<file path="src/common/uart_ier_pkg.sv">
package uart_ier_pkg;
	localparam int ADDR_W = 5;
	localparam logic [ADDR_W-1:0] OFS_DIV_LOW = 5'h00;
	localparam logic [ADDR_W-1:0] OFS_IRQ_EN_DIV_HIGH = 5'h04;
	localparam logic [ADDR_W-1:0] OFS_IDENT = 5'h08;
	localparam logic [ADDR_W-1:0] OFS_LINE_CTRL = 5'h0C;
	localparam logic [ADDR_W-1:0] OFS_AUX_CTRL = 5'h10;
	localparam logic [ADDR_W-1:0] OFS_EVT_STATUS = 5'h14;
	localparam logic [ADDR_W-1:0] OFS_EVT_MASK = 5'h18;

	localparam int DIV_SEL_BIT = 7;
	localparam int FIFO_EN_BIT = 0;
	localparam int AUX_THRESH_BIT = 0;
	localparam int IE_RX_AVAIL = 0;
	localparam int IE_TX_EMPTY = 1;
	localparam int IE_RX_ERROR = 2;
	localparam int IE_LINE_CHG = 3;
	localparam int IDENT_ID_HI = 3;
	localparam int IDENT_FIFO_LO = 6;
	localparam int IDENT_FIFO_HI = 7;

	localparam logic [3:0] ID_RX_ERROR = 4'h6;
	localparam logic [3:0] ID_RX_AVAIL = 4'h4;
	localparam logic [3:0] ID_CHAR_TMO = 4'hC;
	localparam logic [3:0] ID_TX_EMPTY = 4'h2;
	localparam logic [3:0] ID_MODEM = 4'h0;
	localparam logic [3:0] ID_NONE = 4'h1;

	localparam logic [7:0] RST_BYTE = 8'h00;
	localparam logic [3:0] RST_IRQ_EN = 4'h0;
	localparam logic [3:0] RST_IDENT_ID = ID_NONE;

	localparam int EV_RX_ERROR = 0;
	localparam int EV_RX_AVAIL = 1;
	localparam int EV_CHAR_TMO = 2;
	localparam int EV_TX_EMPTY = 3;
	localparam int EV_MODEM = 4;
	localparam int EV_W = 5;
	typedef logic [EV_W-1:0] event_vec_t;
	localparam event_vec_t RST_EVENTS = 5'h00;

	localparam logic [1:0] RESP_OKAY = 2'b00;
	localparam logic [1:0] RESP_SLVERR = 2'b10;

	localparam int BAUD_OVERSAMPLE = 16;
	localparam logic [3:0] OS_LAST = 4'(BAUD_OVERSAMPLE - 1);
	localparam logic [15:0] DIV_OFF = 16'h0000;
	localparam logic [15:0] DIV_ONE = 16'h0001;
endpackage

</file>
<file path="src/common/baud_if.sv">
`timescale 1ns/100ps
interface baud_if;
	logic [15:0] divisor;
	logic tick_x16;
	logic tick;
	modport gen (input divisor, output tick_x16, output tick);
	modport ctl (output divisor, input tick_x16, input tick);
endinterface

</file>
<file path="src/hdl/baud_gen.sv">
`timescale 1ns/100ps
module baud_gen
(
	// Clock and reset
	input wire logic clk_in,
	input wire logic rst_b_in,
	// Divisor in, ticks out
	baud_if.gen baud
);
	import uart_ier_pkg::*;

	logic [15:0] div_cnt;
	logic [3:0] os_cnt;
	wire div_off = (baud.divisor == DIV_OFF);
	wire div_wrap = (div_cnt >= baud.divisor - DIV_ONE);

	always_ff @(posedge clk_in or negedge rst_b_in)
	begin
		if (!rst_b_in)
		begin
			div_cnt <= DIV_OFF;
			os_cnt <= 4'h0;
			baud.tick_x16 <= 1'b0;
			baud.tick <= 1'b0;
		end
		else if (div_off)
		begin
			div_cnt <= DIV_OFF;
			os_cnt <= 4'h0;
			baud.tick_x16 <= 1'b0;
			baud.tick <= 1'b0;
		end
		else
		begin
			div_cnt <= div_wrap ? DIV_OFF : div_cnt + DIV_ONE;
			baud.tick_x16 <= div_wrap;
			baud.tick <= div_wrap && (os_cnt == OS_LAST);
			if (div_wrap)
				os_cnt <= (os_cnt == OS_LAST) ? 4'h0 : os_cnt + 4'h1;
		end
	end
endmodule

</file>
<file path="src/hdl/uart_irq_ident.sv">
`timescale 1ns/100ps
module uart_irq_ident
(
	// Clock and reset
	input wire logic sys_clk_in,
	input wire logic rst_b_in,
	// AXI4-Lite write address and data
	input wire logic s_axi_awvalid_in,
	output logic s_axi_awready_out,
	input wire logic [uart_ier_pkg::ADDR_W-1:0] s_axi_awaddr_in,
	input wire logic s_axi_wvalid_in,
	output logic s_axi_wready_out,
	input wire logic [31:0] s_axi_wdata_in,
	input wire logic [3:0] s_axi_wstrb_in,
	// AXI4-Lite write response
	output logic s_axi_bvalid_out,
	input wire logic s_axi_bready_in,
	output logic [1:0] s_axi_bresp_out,
	// AXI4-Lite read
	input wire logic s_axi_arvalid_in,
	output logic s_axi_arready_out,
	input wire logic [uart_ier_pkg::ADDR_W-1:0] s_axi_araddr_in,
	output logic s_axi_rvalid_out,
	input wire logic s_axi_rready_in,
	output logic [31:0] s_axi_rdata_out,
	output logic [1:0] s_axi_rresp_out,
	// Interrupt sources, same clock
	input wire logic rx_error_in,
	input wire logic rx_avail_in,
	input wire logic char_timeout_in,
	input wire logic tx_empty_in,
	input wire logic tx_low_in,
	input wire logic modem_change_in,
	// Status outputs
	output logic irq_out,
	output logic fifo_enable_out,
	output logic baud_tick_out,
	output logic baud_x16_tick_out
);
	import uart_ier_pkg::*;

	function automatic logic is_mapped(input logic [ADDR_W-1:0] a);
		return (a == OFS_DIV_LOW) || (a == OFS_IRQ_EN_DIV_HIGH) || (a == OFS_IDENT) ||
			(a == OFS_LINE_CTRL) || (a == OFS_AUX_CTRL) || (a == OFS_EVT_STATUS) ||
			(a == OFS_EVT_MASK);
	endfunction

	function automatic logic [3:0] prio_code(input event_vec_t p);
		if (p[EV_RX_ERROR])
			return ID_RX_ERROR;
		else if (p[EV_RX_AVAIL])
			return ID_RX_AVAIL;
		else if (p[EV_CHAR_TMO])
			return ID_CHAR_TMO;
		else if (p[EV_TX_EMPTY])
			return ID_TX_EMPTY;
		else if (p[EV_MODEM])
			return ID_MODEM;
		else
			return ID_NONE;
	endfunction

	// Reset release
	logic rst_meta;
	logic rst_sync;

	always_ff @(posedge sys_clk_in or negedge rst_b_in)
	begin
		if (!rst_b_in)
		begin
			rst_meta <= 1'b0;
			rst_sync <= 1'b0;
		end
		else
		begin
			rst_meta <= 1'b1;
			rst_sync <= rst_meta;
		end
	end

	// Register state
	logic [7:0] div_low;
	logic [7:0] div_high;
	logic [3:0] irq_en;
	logic [7:0] line_ctrl;
	logic aux_thresh;
	logic fifo_en;
	logic [3:0] ident_id;
	event_vec_t evt_status;
	event_vec_t evt_mask;
	event_vec_t pend_q;

	// Write channel capture
	logic aw_full;
	logic w_full;
	logic [ADDR_W-1:0] aw_addr_q;
	logic [31:0] w_data_q;
	logic w_lane0_q;

	wire aw_hs = s_axi_awvalid_in && s_axi_awready_out;
	wire w_hs = s_axi_wvalid_in && s_axi_wready_out;
	wire wr_fire = aw_full && w_full && !s_axi_bvalid_out;
	wire next_aw_full = aw_hs || (aw_full && !wr_fire);
	wire next_w_full = w_hs || (w_full && !wr_fire);
	wire next_bvalid = wr_fire || (s_axi_bvalid_out && !s_axi_bready_in);

	always_ff @(posedge sys_clk_in or negedge rst_sync)
	begin
		if (!rst_sync)
		begin
			aw_full <= 1'b0;
			w_full <= 1'b0;
			aw_addr_q <= OFS_DIV_LOW;
			w_data_q <= 32'h0000_0000;
			w_lane0_q <= 1'b0;
			s_axi_awready_out <= 1'b0;
			s_axi_wready_out <= 1'b0;
			s_axi_bvalid_out <= 1'b0;
			s_axi_bresp_out <= RESP_OKAY;
		end
		else
		begin
			aw_full <= next_aw_full;
			w_full <= next_w_full;
			s_axi_awready_out <= !next_aw_full;
			s_axi_wready_out <= !next_w_full;
			s_axi_bvalid_out <= next_bvalid;
			if (aw_hs)
				aw_addr_q <= s_axi_awaddr_in;
			if (w_hs)
			begin
				w_data_q <= s_axi_wdata_in;
				w_lane0_q <= s_axi_wstrb_in[0];
			end
			if (wr_fire)
				s_axi_bresp_out <= is_mapped(aw_addr_q) ? RESP_OKAY : RESP_SLVERR;
		end
	end

	// Write decode
	wire div_sel = line_ctrl[DIV_SEL_BIT];
	wire wr_lane0 = wr_fire && w_lane0_q;
	wire [7:0] wr_byte = w_data_q[7:0];
	wire wr_div_low = wr_lane0 && (aw_addr_q == OFS_DIV_LOW) && div_sel;
	wire wr_div_high = wr_lane0 && (aw_addr_q == OFS_IRQ_EN_DIV_HIGH) && div_sel;
	wire wr_irq_en = wr_lane0 && (aw_addr_q == OFS_IRQ_EN_DIV_HIGH) && !div_sel;
	wire wr_fifo_ctrl = wr_lane0 && (aw_addr_q == OFS_IDENT);
	wire wr_line = wr_lane0 && (aw_addr_q == OFS_LINE_CTRL);
	wire wr_aux = wr_lane0 && (aw_addr_q == OFS_AUX_CTRL);
	wire wr_status = wr_lane0 && (aw_addr_q == OFS_EVT_STATUS);
	wire wr_mask = wr_lane0 && (aw_addr_q == OFS_EVT_MASK);

	// Divisor latch, both bytes
	always_ff @(posedge sys_clk_in or negedge rst_sync)
	begin
		if (!rst_sync)
		begin
			div_low <= RST_BYTE;
			div_high <= RST_BYTE;
		end
		else
		begin
			if (wr_div_low)
				div_low <= wr_byte;
			if (wr_div_high)
				div_high <= wr_byte;
		end
	end

	// Enables only while divisor access is off
	always_ff @(posedge sys_clk_in or negedge rst_sync)
	begin
		if (!rst_sync)
			irq_en <= RST_IRQ_EN;
		else if (wr_irq_en)
			irq_en <= wr_byte[3:0];
	end

	// Line control, FIFO control and aux feature
	always_ff @(posedge sys_clk_in or negedge rst_sync)
	begin
		if (!rst_sync)
		begin
			line_ctrl <= RST_BYTE;
			fifo_en <= 1'b0;
			aux_thresh <= 1'b0;
		end
		else
		begin
			if (wr_line)
				line_ctrl <= wr_byte;
			if (wr_fifo_ctrl)
				fifo_en <= wr_byte[FIFO_EN_BIT];
			if (wr_aux)
				aux_thresh <= wr_byte[AUX_THRESH_BIT];
		end
	end

	// Source qualification
	wire tx_src = aux_thresh ? tx_low_in : tx_empty_in;
	event_vec_t pend;
	assign pend[EV_RX_ERROR] = rx_error_in && irq_en[IE_RX_ERROR];
	assign pend[EV_RX_AVAIL] = rx_avail_in && irq_en[IE_RX_AVAIL];
	assign pend[EV_CHAR_TMO] = char_timeout_in && fifo_en && irq_en[IE_RX_AVAIL];
	assign pend[EV_TX_EMPTY] = tx_src && irq_en[IE_TX_EMPTY];
	assign pend[EV_MODEM] = modem_change_in && irq_en[IE_LINE_CHG];

	wire [3:0] next_id = prio_code(pend);
	wire event_vec_t evt_set = pend & ~pend_q;
	wire event_vec_t evt_clr = wr_status ? wr_byte[EV_W-1:0] : RST_EVENTS;
	wire event_vec_t next_status = (evt_status & ~evt_clr) | evt_set;
	wire next_irq = (next_id != ID_NONE) || ((next_status & evt_mask) != RST_EVENTS);

	// Identity code, event flags and interrupt line
	always_ff @(posedge sys_clk_in or negedge rst_sync)
	begin
		if (!rst_sync)
		begin
			ident_id <= RST_IDENT_ID;
			pend_q <= RST_EVENTS;
			evt_status <= RST_EVENTS;
			evt_mask <= RST_EVENTS;
			irq_out <= 1'b0;
		end
		else
		begin
			ident_id <= next_id;
			pend_q <= pend;
			evt_status <= next_status;
			irq_out <= next_irq;
			if (wr_mask)
				evt_mask <= wr_byte[EV_W-1:0];
		end
	end

	// Read path
	wire ar_hs = s_axi_arvalid_in && s_axi_arready_out;
	wire next_rvalid = ar_hs || (s_axi_rvalid_out && !s_axi_rready_in);
	logic [31:0] rd_word;

	always_comb
	begin
		rd_word = 32'h0000_0000;
		case (s_axi_araddr_in)
			OFS_DIV_LOW:
				rd_word[7:0] = div_sel ? div_low : RST_BYTE;
			OFS_IRQ_EN_DIV_HIGH:
				rd_word[7:0] = div_sel ? div_high : {4'h0, irq_en};
			OFS_IDENT:
			begin
				rd_word[IDENT_FIFO_HI:IDENT_FIFO_LO] = {2{fifo_en}};
				rd_word[IDENT_ID_HI:0] = ident_id;
			end
			OFS_LINE_CTRL:
				rd_word[7:0] = line_ctrl;
			OFS_AUX_CTRL:
				rd_word[AUX_THRESH_BIT] = aux_thresh;
			OFS_EVT_STATUS:
				rd_word[EV_W-1:0] = evt_status;
			OFS_EVT_MASK:
				rd_word[EV_W-1:0] = evt_mask;
			default:
				rd_word = 32'h0000_0000;
		endcase
	end

	always_ff @(posedge sys_clk_in or negedge rst_sync)
	begin
		if (!rst_sync)
		begin
			s_axi_arready_out <= 1'b0;
			s_axi_rvalid_out <= 1'b0;
			s_axi_rdata_out <= 32'h0000_0000;
			s_axi_rresp_out <= RESP_OKAY;
		end
		else
		begin
			s_axi_arready_out <= !next_rvalid;
			s_axi_rvalid_out <= next_rvalid;
			if (ar_hs)
			begin
				s_axi_rdata_out <= rd_word;
				s_axi_rresp_out <= is_mapped(s_axi_araddr_in) ? RESP_OKAY : RESP_SLVERR;
			end
		end
	end

	// Baud generator
	baud_if bif ();
	assign bif.divisor = {div_high, div_low};

	baud_gen u_baud (
		.clk_in(sys_clk_in),
		.rst_b_in(rst_sync),
		.baud(bif.gen)
	);

	assign baud_tick_out = bif.tick;
	assign baud_x16_tick_out = bif.tick_x16;
	assign fifo_enable_out = fifo_en;
endmodule

</file>
<file path="config.mk">
export PLATFORM = sky130hd
export DESIGN_NAME = uart_irq_ident
export DESIGN_NICKNAME = d
export VERILOG_FILES = /design/src/common/uart_ier_pkg.sv /design/src/common/baud_if.sv /design/src/hdl/baud_gen.sv /design/src/hdl/uart_irq_ident.sv
export SDC_FILE = /design/constraint.sdc
export NUM_CORES = 1
export LEC_CHECK = 0
export BUFFER_PORTS_ARGS = -buffer_cell sky130_fd_sc_hd__buf_4
export CAP_MARGIN = 20
export CORE_UTILIZATION = 45
export DETAILED_ROUTE_END_ITERATION = 8
export PLACE_DENSITY = 0.68
export SETUP_SLACK_MARGIN = 0.02
export SYNTH_ARGS = -nofsm -noshare
export SYNTH_HDL_FRONTEND = slang
export SYNTH_SLANG_ARGS = --single-unit
</file>
<file path="constraint.sdc">
create_clock -name sys_clk_in -period 7 [get_ports sys_clk_in]
set_input_delay 1.4 -clock sys_clk_in [delete_from_list [all_inputs] [get_ports sys_clk_in]]
set_output_delay 1.4 -clock sys_clk_in [all_outputs]
set_load 0.005 [all_outputs]
</file>
After elaboration in Yosys (flattened, before gate mapping). Index checks and enable logic that the tools add are counted. Widths: inputs -> output; s select.

Add/subtract/negate cells: 3. $mul: 0. Divide/modulo/power cells: 0. Order comparisons: 1. Eq/ne operators: 14. Shifts and indexed selects: 0. Multiplexer cells: 23. Bitwise logic cells: 6. Reduce and logical (&&, ||, !) cells: 57.

Operators with widths (count): $mux 16 (2); $eq 5x5->1 const B (6); $logic_and 1x1->1 (27); $mux 4 (6); $eq 5x4->1 const B (4); $pmux 3 s6 (1); $logic_or 1x1->1 (17); $add 16x1->16 const B (1); $ge 16x16->1 (1); $logic_not 16->1 (1); $mux 8 (2); $sub 16x1->16 const B (1); $and 5x5->5 (3); $eq 5x3->1 const B (2); $logic_not 5->1 (2); $not 5->5 (2); $logic_not 1->1 (8); $pmux 2 s4 (1); $pmux 1 s7 (1); $mux 2 (3); $mux 5 (1); $or 5x5->5 (1); $pmux 1 s5 (1); $reduce_bool 5->1 (1); 6 further kinds (9).

Register bits after elaboration: 107. Bits in latches: 0. Bits in writable memories: 0. Bits in read-only memories: 0. Input port bits: 59. Output and inout bits: 45. Logic and storage cells: 134. Memories kept: 0.

Depth between registers and ports, before layout.
Depth in word-level cells: 11. Mapped depth: 15. Mapped depth without buffers: 12.

Modules after synthesis. From an unflattened synthesis, not the netlist that was laid out.

Cells, all modules: 497. Area, all modules: 5489.0 sq um.

Modules (own cells, without submodules): uart_irq_ident (instances 1, cells an instance 319, area each 3852.4 sq um, seq. area each 2078.2 sq um); baud_gen (instances 1, cells an instance 178, area each 1636.6 sq um, seq. area each 550.5 sq um).

Least setup slack after synthesis. OpenSTA, ideal clock, no wires.

Kind: reg-to-reg. From: register div_low[4]. To: register u_baud.div_cnt[11]. Setup time: 119 ps. Arrival: 2895 ps. Required time: 6881 ps. Path slack: 3987 ps. Cell stages (with the launch flop): 14. Path buffers: 3. Period minus slack after synthesis: 3013 ps. Cell sequence: dfrtp_1 clkbuf_1 nor4_1 and2b_1 nand2b_1 nor4_1 xnor2_1 ha_1 nand4_1 o311ai_2 nand2b_1 buf_2 buf_6 nor2_1.

Longest elaborated chain between the ends: 4. Elaborated cells between the ends (all ways): 5. Those cells by class: add/sub (1); order compare (1); mux (2); reduce/logical (1).

Ends and longest elaborated chain: from (decl) (RTL line uart_irq_ident.sv:82) `logic [7:0] div_low;`; from (signal assigned) (RTL line uart_irq_ident.sv:164) `div_low <= wr_byte;`; $sub 16x1->16 (RTL line baud_gen.sv:15) `wire div_wrap = (div_cnt >= baud.divisor - DIV_ONE);`; $ge 16x16->1 (RTL line baud_gen.sv:15); $mux 16 (RTL line baud_gen.sv:35) `div_cnt <= div_wrap ? DIV_OFF : div_cnt + DIV_ONE;`; $mux 16 * (RTL line baud_gen.sv:26) `else if (div_off)`; to (signal assigned) (RTL line baud_gen.sv:35); to (decl) (RTL line baud_gen.sv:12) `logic [15:0] div_cnt;`.

Every way passes the cells marked *; elsewhere a longest branch is shown, timed or not. A chain may end at the register's enable or synchronous reset.

Worst setup path in the final report.
From: register div_low[2]. To: register u_baud.div_cnt[5].

The elaborated chain is that of the path after synthesis.

==> flow_metrics.env <==
export IMPL_power_density_nw_per_um2=318
export IMPL_io_buffer_count=50
export IMPL_post_route_min_period_ns=3.53
export IMPL_max_freq_mhz=283
export IMPL_path_cells="nor2_1 > nand3_1 > nand2b_1 > nor4_1 > xnor2_1 > ha_1 > nand4_1 > o311ai_2 > nand2b_1 > nor2_1"
export IMPL_synth_top_cell_area_share=0.484
export IMPL_crit_type="flip-flop to flip-flop"
export IMPL_wl_met1_um=5210
export IMPL_die_h_um=111
export IMPL_crit_buf_inv=0
export IMPL_worstPathMaxFanout=16
export IMPL_met3_length_um=619
export IMPL_cp_top_family="simple AND/OR/NAND/NOR gates"
export IMPL_die_width_um=111
export IMPL_ys_warn_count=0
export IMPL_required_ns=7.22
export IMPL_grt_max_degree=62
export IMPL_post_route_util=0.528
export IMPL_critPathMaxStageDelay_ns=0.63
export IMPL_hold_class="flip-flop to asynchronous set/reset pin"
export IMPL_cts_sinks=105
export IMPL_grt_pass1_wl_um=18400
export IMPL_htreeDepth=3
export IMPL_synth_most_common_cell="dfrtp_1"
export IMPL_postCtsSetupBuffers=0
export IMPL_coreArea_um2=11500
export IMPL_yosys_top_cells_count="104 x dfrtp_1, 52 x mux2_2, 48 x nand2_1"
export IMPL_max_cap_violations=0
export IMPL_drive_above_1_share=0.231
export IMPL_cts_hold_buf=0
export IMPL_synth_area_um2=5370
export IMPL_antenna_found_initial=0
export IMPL_start_util=0.467
export IMPL_cts_tree="done"
export IMPL_cts_resized=0
export IMPL_syn2layout_area_growth_pct=13.2
export IMPL_slew_headroom=0.504
export IMPL_worstSkewPairLatency_ns=0.35
export IMPL_worst_setup_path_start_kind="flip-flop"
export IMPL_worstMarginPinSlew_ns=0.744
export IMPL_clk_path_buf_depth=2
export IMPL_synth_ff_type="dfrtp_1"
export IMPL_failed_checks="design-rule violations"
export IMPL_root_buffer="clkbuf_16"
export IMPL_io_pins=104
export IMPL_ys_seq_area_frac=0.489
export IMPL_dp_cells=677
export IMPL_grt_pass1_vias=3585
export IMPL_ys_types=52
export IMPL_wl_per_cell_um=16.0
export IMPL_synth_largest_area_cell="dfrtp_1"
export IMPL_die_area_um2=12400
export IMPL_tns_ns=0
export IMPL_vias=3741
export IMPL_firstDrtPassIters=7
export IMPL_drt_iter0_drc=242
export IMPL_top_layer="met4"
export IMPL_synth_area_leaders="dfrtp_1 48%, mux2_2 11%, ha_1 4.7%"
export IMPL_grt_overflow=0
export IMPL_crit_path_top_delay_cell="o311ai_2"
export IMPL_cts_inserted_buffers=9
export IMPL_synth_edff_count=0
export IMPL_status="complete, but fails checks"
export IMPL_stdcell_count=693
export IMPL_avgSynthCellArea_um2=10.8
export IMPL_rsz0062_at_grt="false"
export IMPL_arrival_ns=3.75
export IMPL_grt_usage=0.191
export IMPL_gp_congestion=0.873
export IMPL_final_setup_skew_ns=0.00774
export IMPL_endpoint_kind="flip-flop"
export IMPL_antennaDiodeCount=0
export IMPL_layout_nets=624
export IMPL_antenna_left=0
export IMPL_wl_um=11100
export IMPL_synth_seq_cells=105
export IMPL_p_leak_nw=2.93
export IMPL_final_setup_viol_count=0
export IMPL_num_rows=39
export IMPL_maxSlewViolCount=0
export IMPL_max_vdd_ir_drop_v=0.000189
export IMPL_fin_crit_sh=0.505
export IMPL_drt_drc_violations_left=22
export IMPL_hold_viol_final=0
export IMPL_async_reset_ff_frac=1.00
export IMPL_postSynthCellCount=499
export IMPL_clkSlewWorstSetupHoldPaths_ns=0.07
export IMPL_dp_hpwl_um=8040
export IMPL_dr_wl_met2_um=5140
export IMPL_routed_via_density=5.40
layer usage:
layer  GRT usage  vias up
li1            -     1803
met5           0        -
met3      0.0569       10
met4      0.0514        0
met2       0.296      107
met1       0.260     1821
through the flow:
stage / power, mW / hold WS (ns) / setup WS (ns) / instance area (um2)
CTS: 1.95 / 0.350 / 3.43 / 6080
finish: 1.93 / 0.325 / 3.47 / 6080
global placement: 1.39 / 0.332 / 3.60 / 5770
global route: 2.05 / 0.370 / 3.13 / 6080
floorplan: 1.26 / 0.331 / 3.86 / 5470
detailed placement: 1.42 / 0.341 / 3.44 / 5770
worst register-to-register path, stage by stage (launching register included):
cell      delay (ns)
dfrtp_1         0.45
nor2_1          0.35
nand3_1         0.19
nand2b_1        0.25
nor4_1          0.32
xnor2_1         0.11
ha_1            0.29
nand4_1         0.13
o311ai_2        0.63
nand2b_1        0.56
nor2_1          0.12
report_power, final:
group	internal [mW]	switching, mW	leakage, nW
sequential	0.763	0.182	1.36
combinational	0.242	0.221	1.42
clock	0.291	0.232	0.147
total	1.30	0.635	2.93
cell type report:
cell class | count | area [um2]
Timing Repair Buffer | 51 | 383
Sequential cell | 105 | 2630
Multi-Input combinational cell | 359 | 2500
Clock inverter | 6 | 73.8
Inverter | 19 | 71.3
Tap cell | 143 | 179
Clock buffer | 10 | 239
Fill cell | 1022 | 5440
kinds of logic after synthesis:
| logic type | synth area share |
|---|---|
| adders and majority gates | 0.0466 |
| DFF | 0.489 |
| AOI/OAI and AO/OA | 0.0822 |
| xor gates and xnor gates | 0.0456 |
| other | 0.00140 |
| and+or+nand+nor | 0.145 |
| muxes | 0.128 |
| buffers and inverters | 0.0626 |
final timing paths:
| check | startpoint | to | slack, ns | depth (start not counted) |
|---|---|---|---|---|
| max in group asynchronous | rst_sync | fifo_enable_out | 5.51 | 1 |
| min in group sys_clk_in | rst_meta | rst_sync | 0.35 | 0 |
| worst min-delay path | rst_sync | aw_addr_q[0] | 0.33 | 0 |
| worst max register to register | div_low[2] | u_baud.div_cnt[5] | 3.47 | 10 |
| worst max-delay path | div_low[2] | u_baud.div_cnt[5] | 3.47 | 10 |
| worst min register to register | rst_sync | aw_addr_q[0] | 0.33 | 0 |
cells in the final DEF (no fill, tap or decap), types with 5 or more instances in the layout:
cell / instances
o21ai_0: 22
xor2_1: 13
inv_1: 19
nand3_1: 14
nand2_1: 48
ha_1: 20
nor3_1: 10
and3_1: 9
nor2_1: 38
mux2_2: 52
buf_4: 51
mux2i_1: 10
a21oi_1: 13
nand4_1: 6
xnor2_1: 15
a31oi_1: 5
a211oi_1: 5
dfrtp_1: 103
clkbuf_16: 9
conb_1: 27
nor4_1: 6
registers in the layout, summed over array words and instances (netlist names), 4 cells and up:
name and count:
u_baud.div_cnt 16, div_high 8, div_low 8, line_ctrl 8, s_axi_rdata_out 8, w_data_q 8, aw_addr_q 5, evt_mask 5
evt_status 5, pend_q 5, ident_id 4, irq_en 4, u_baud.os_cnt 4
Power figures use the tool's default switching activity.
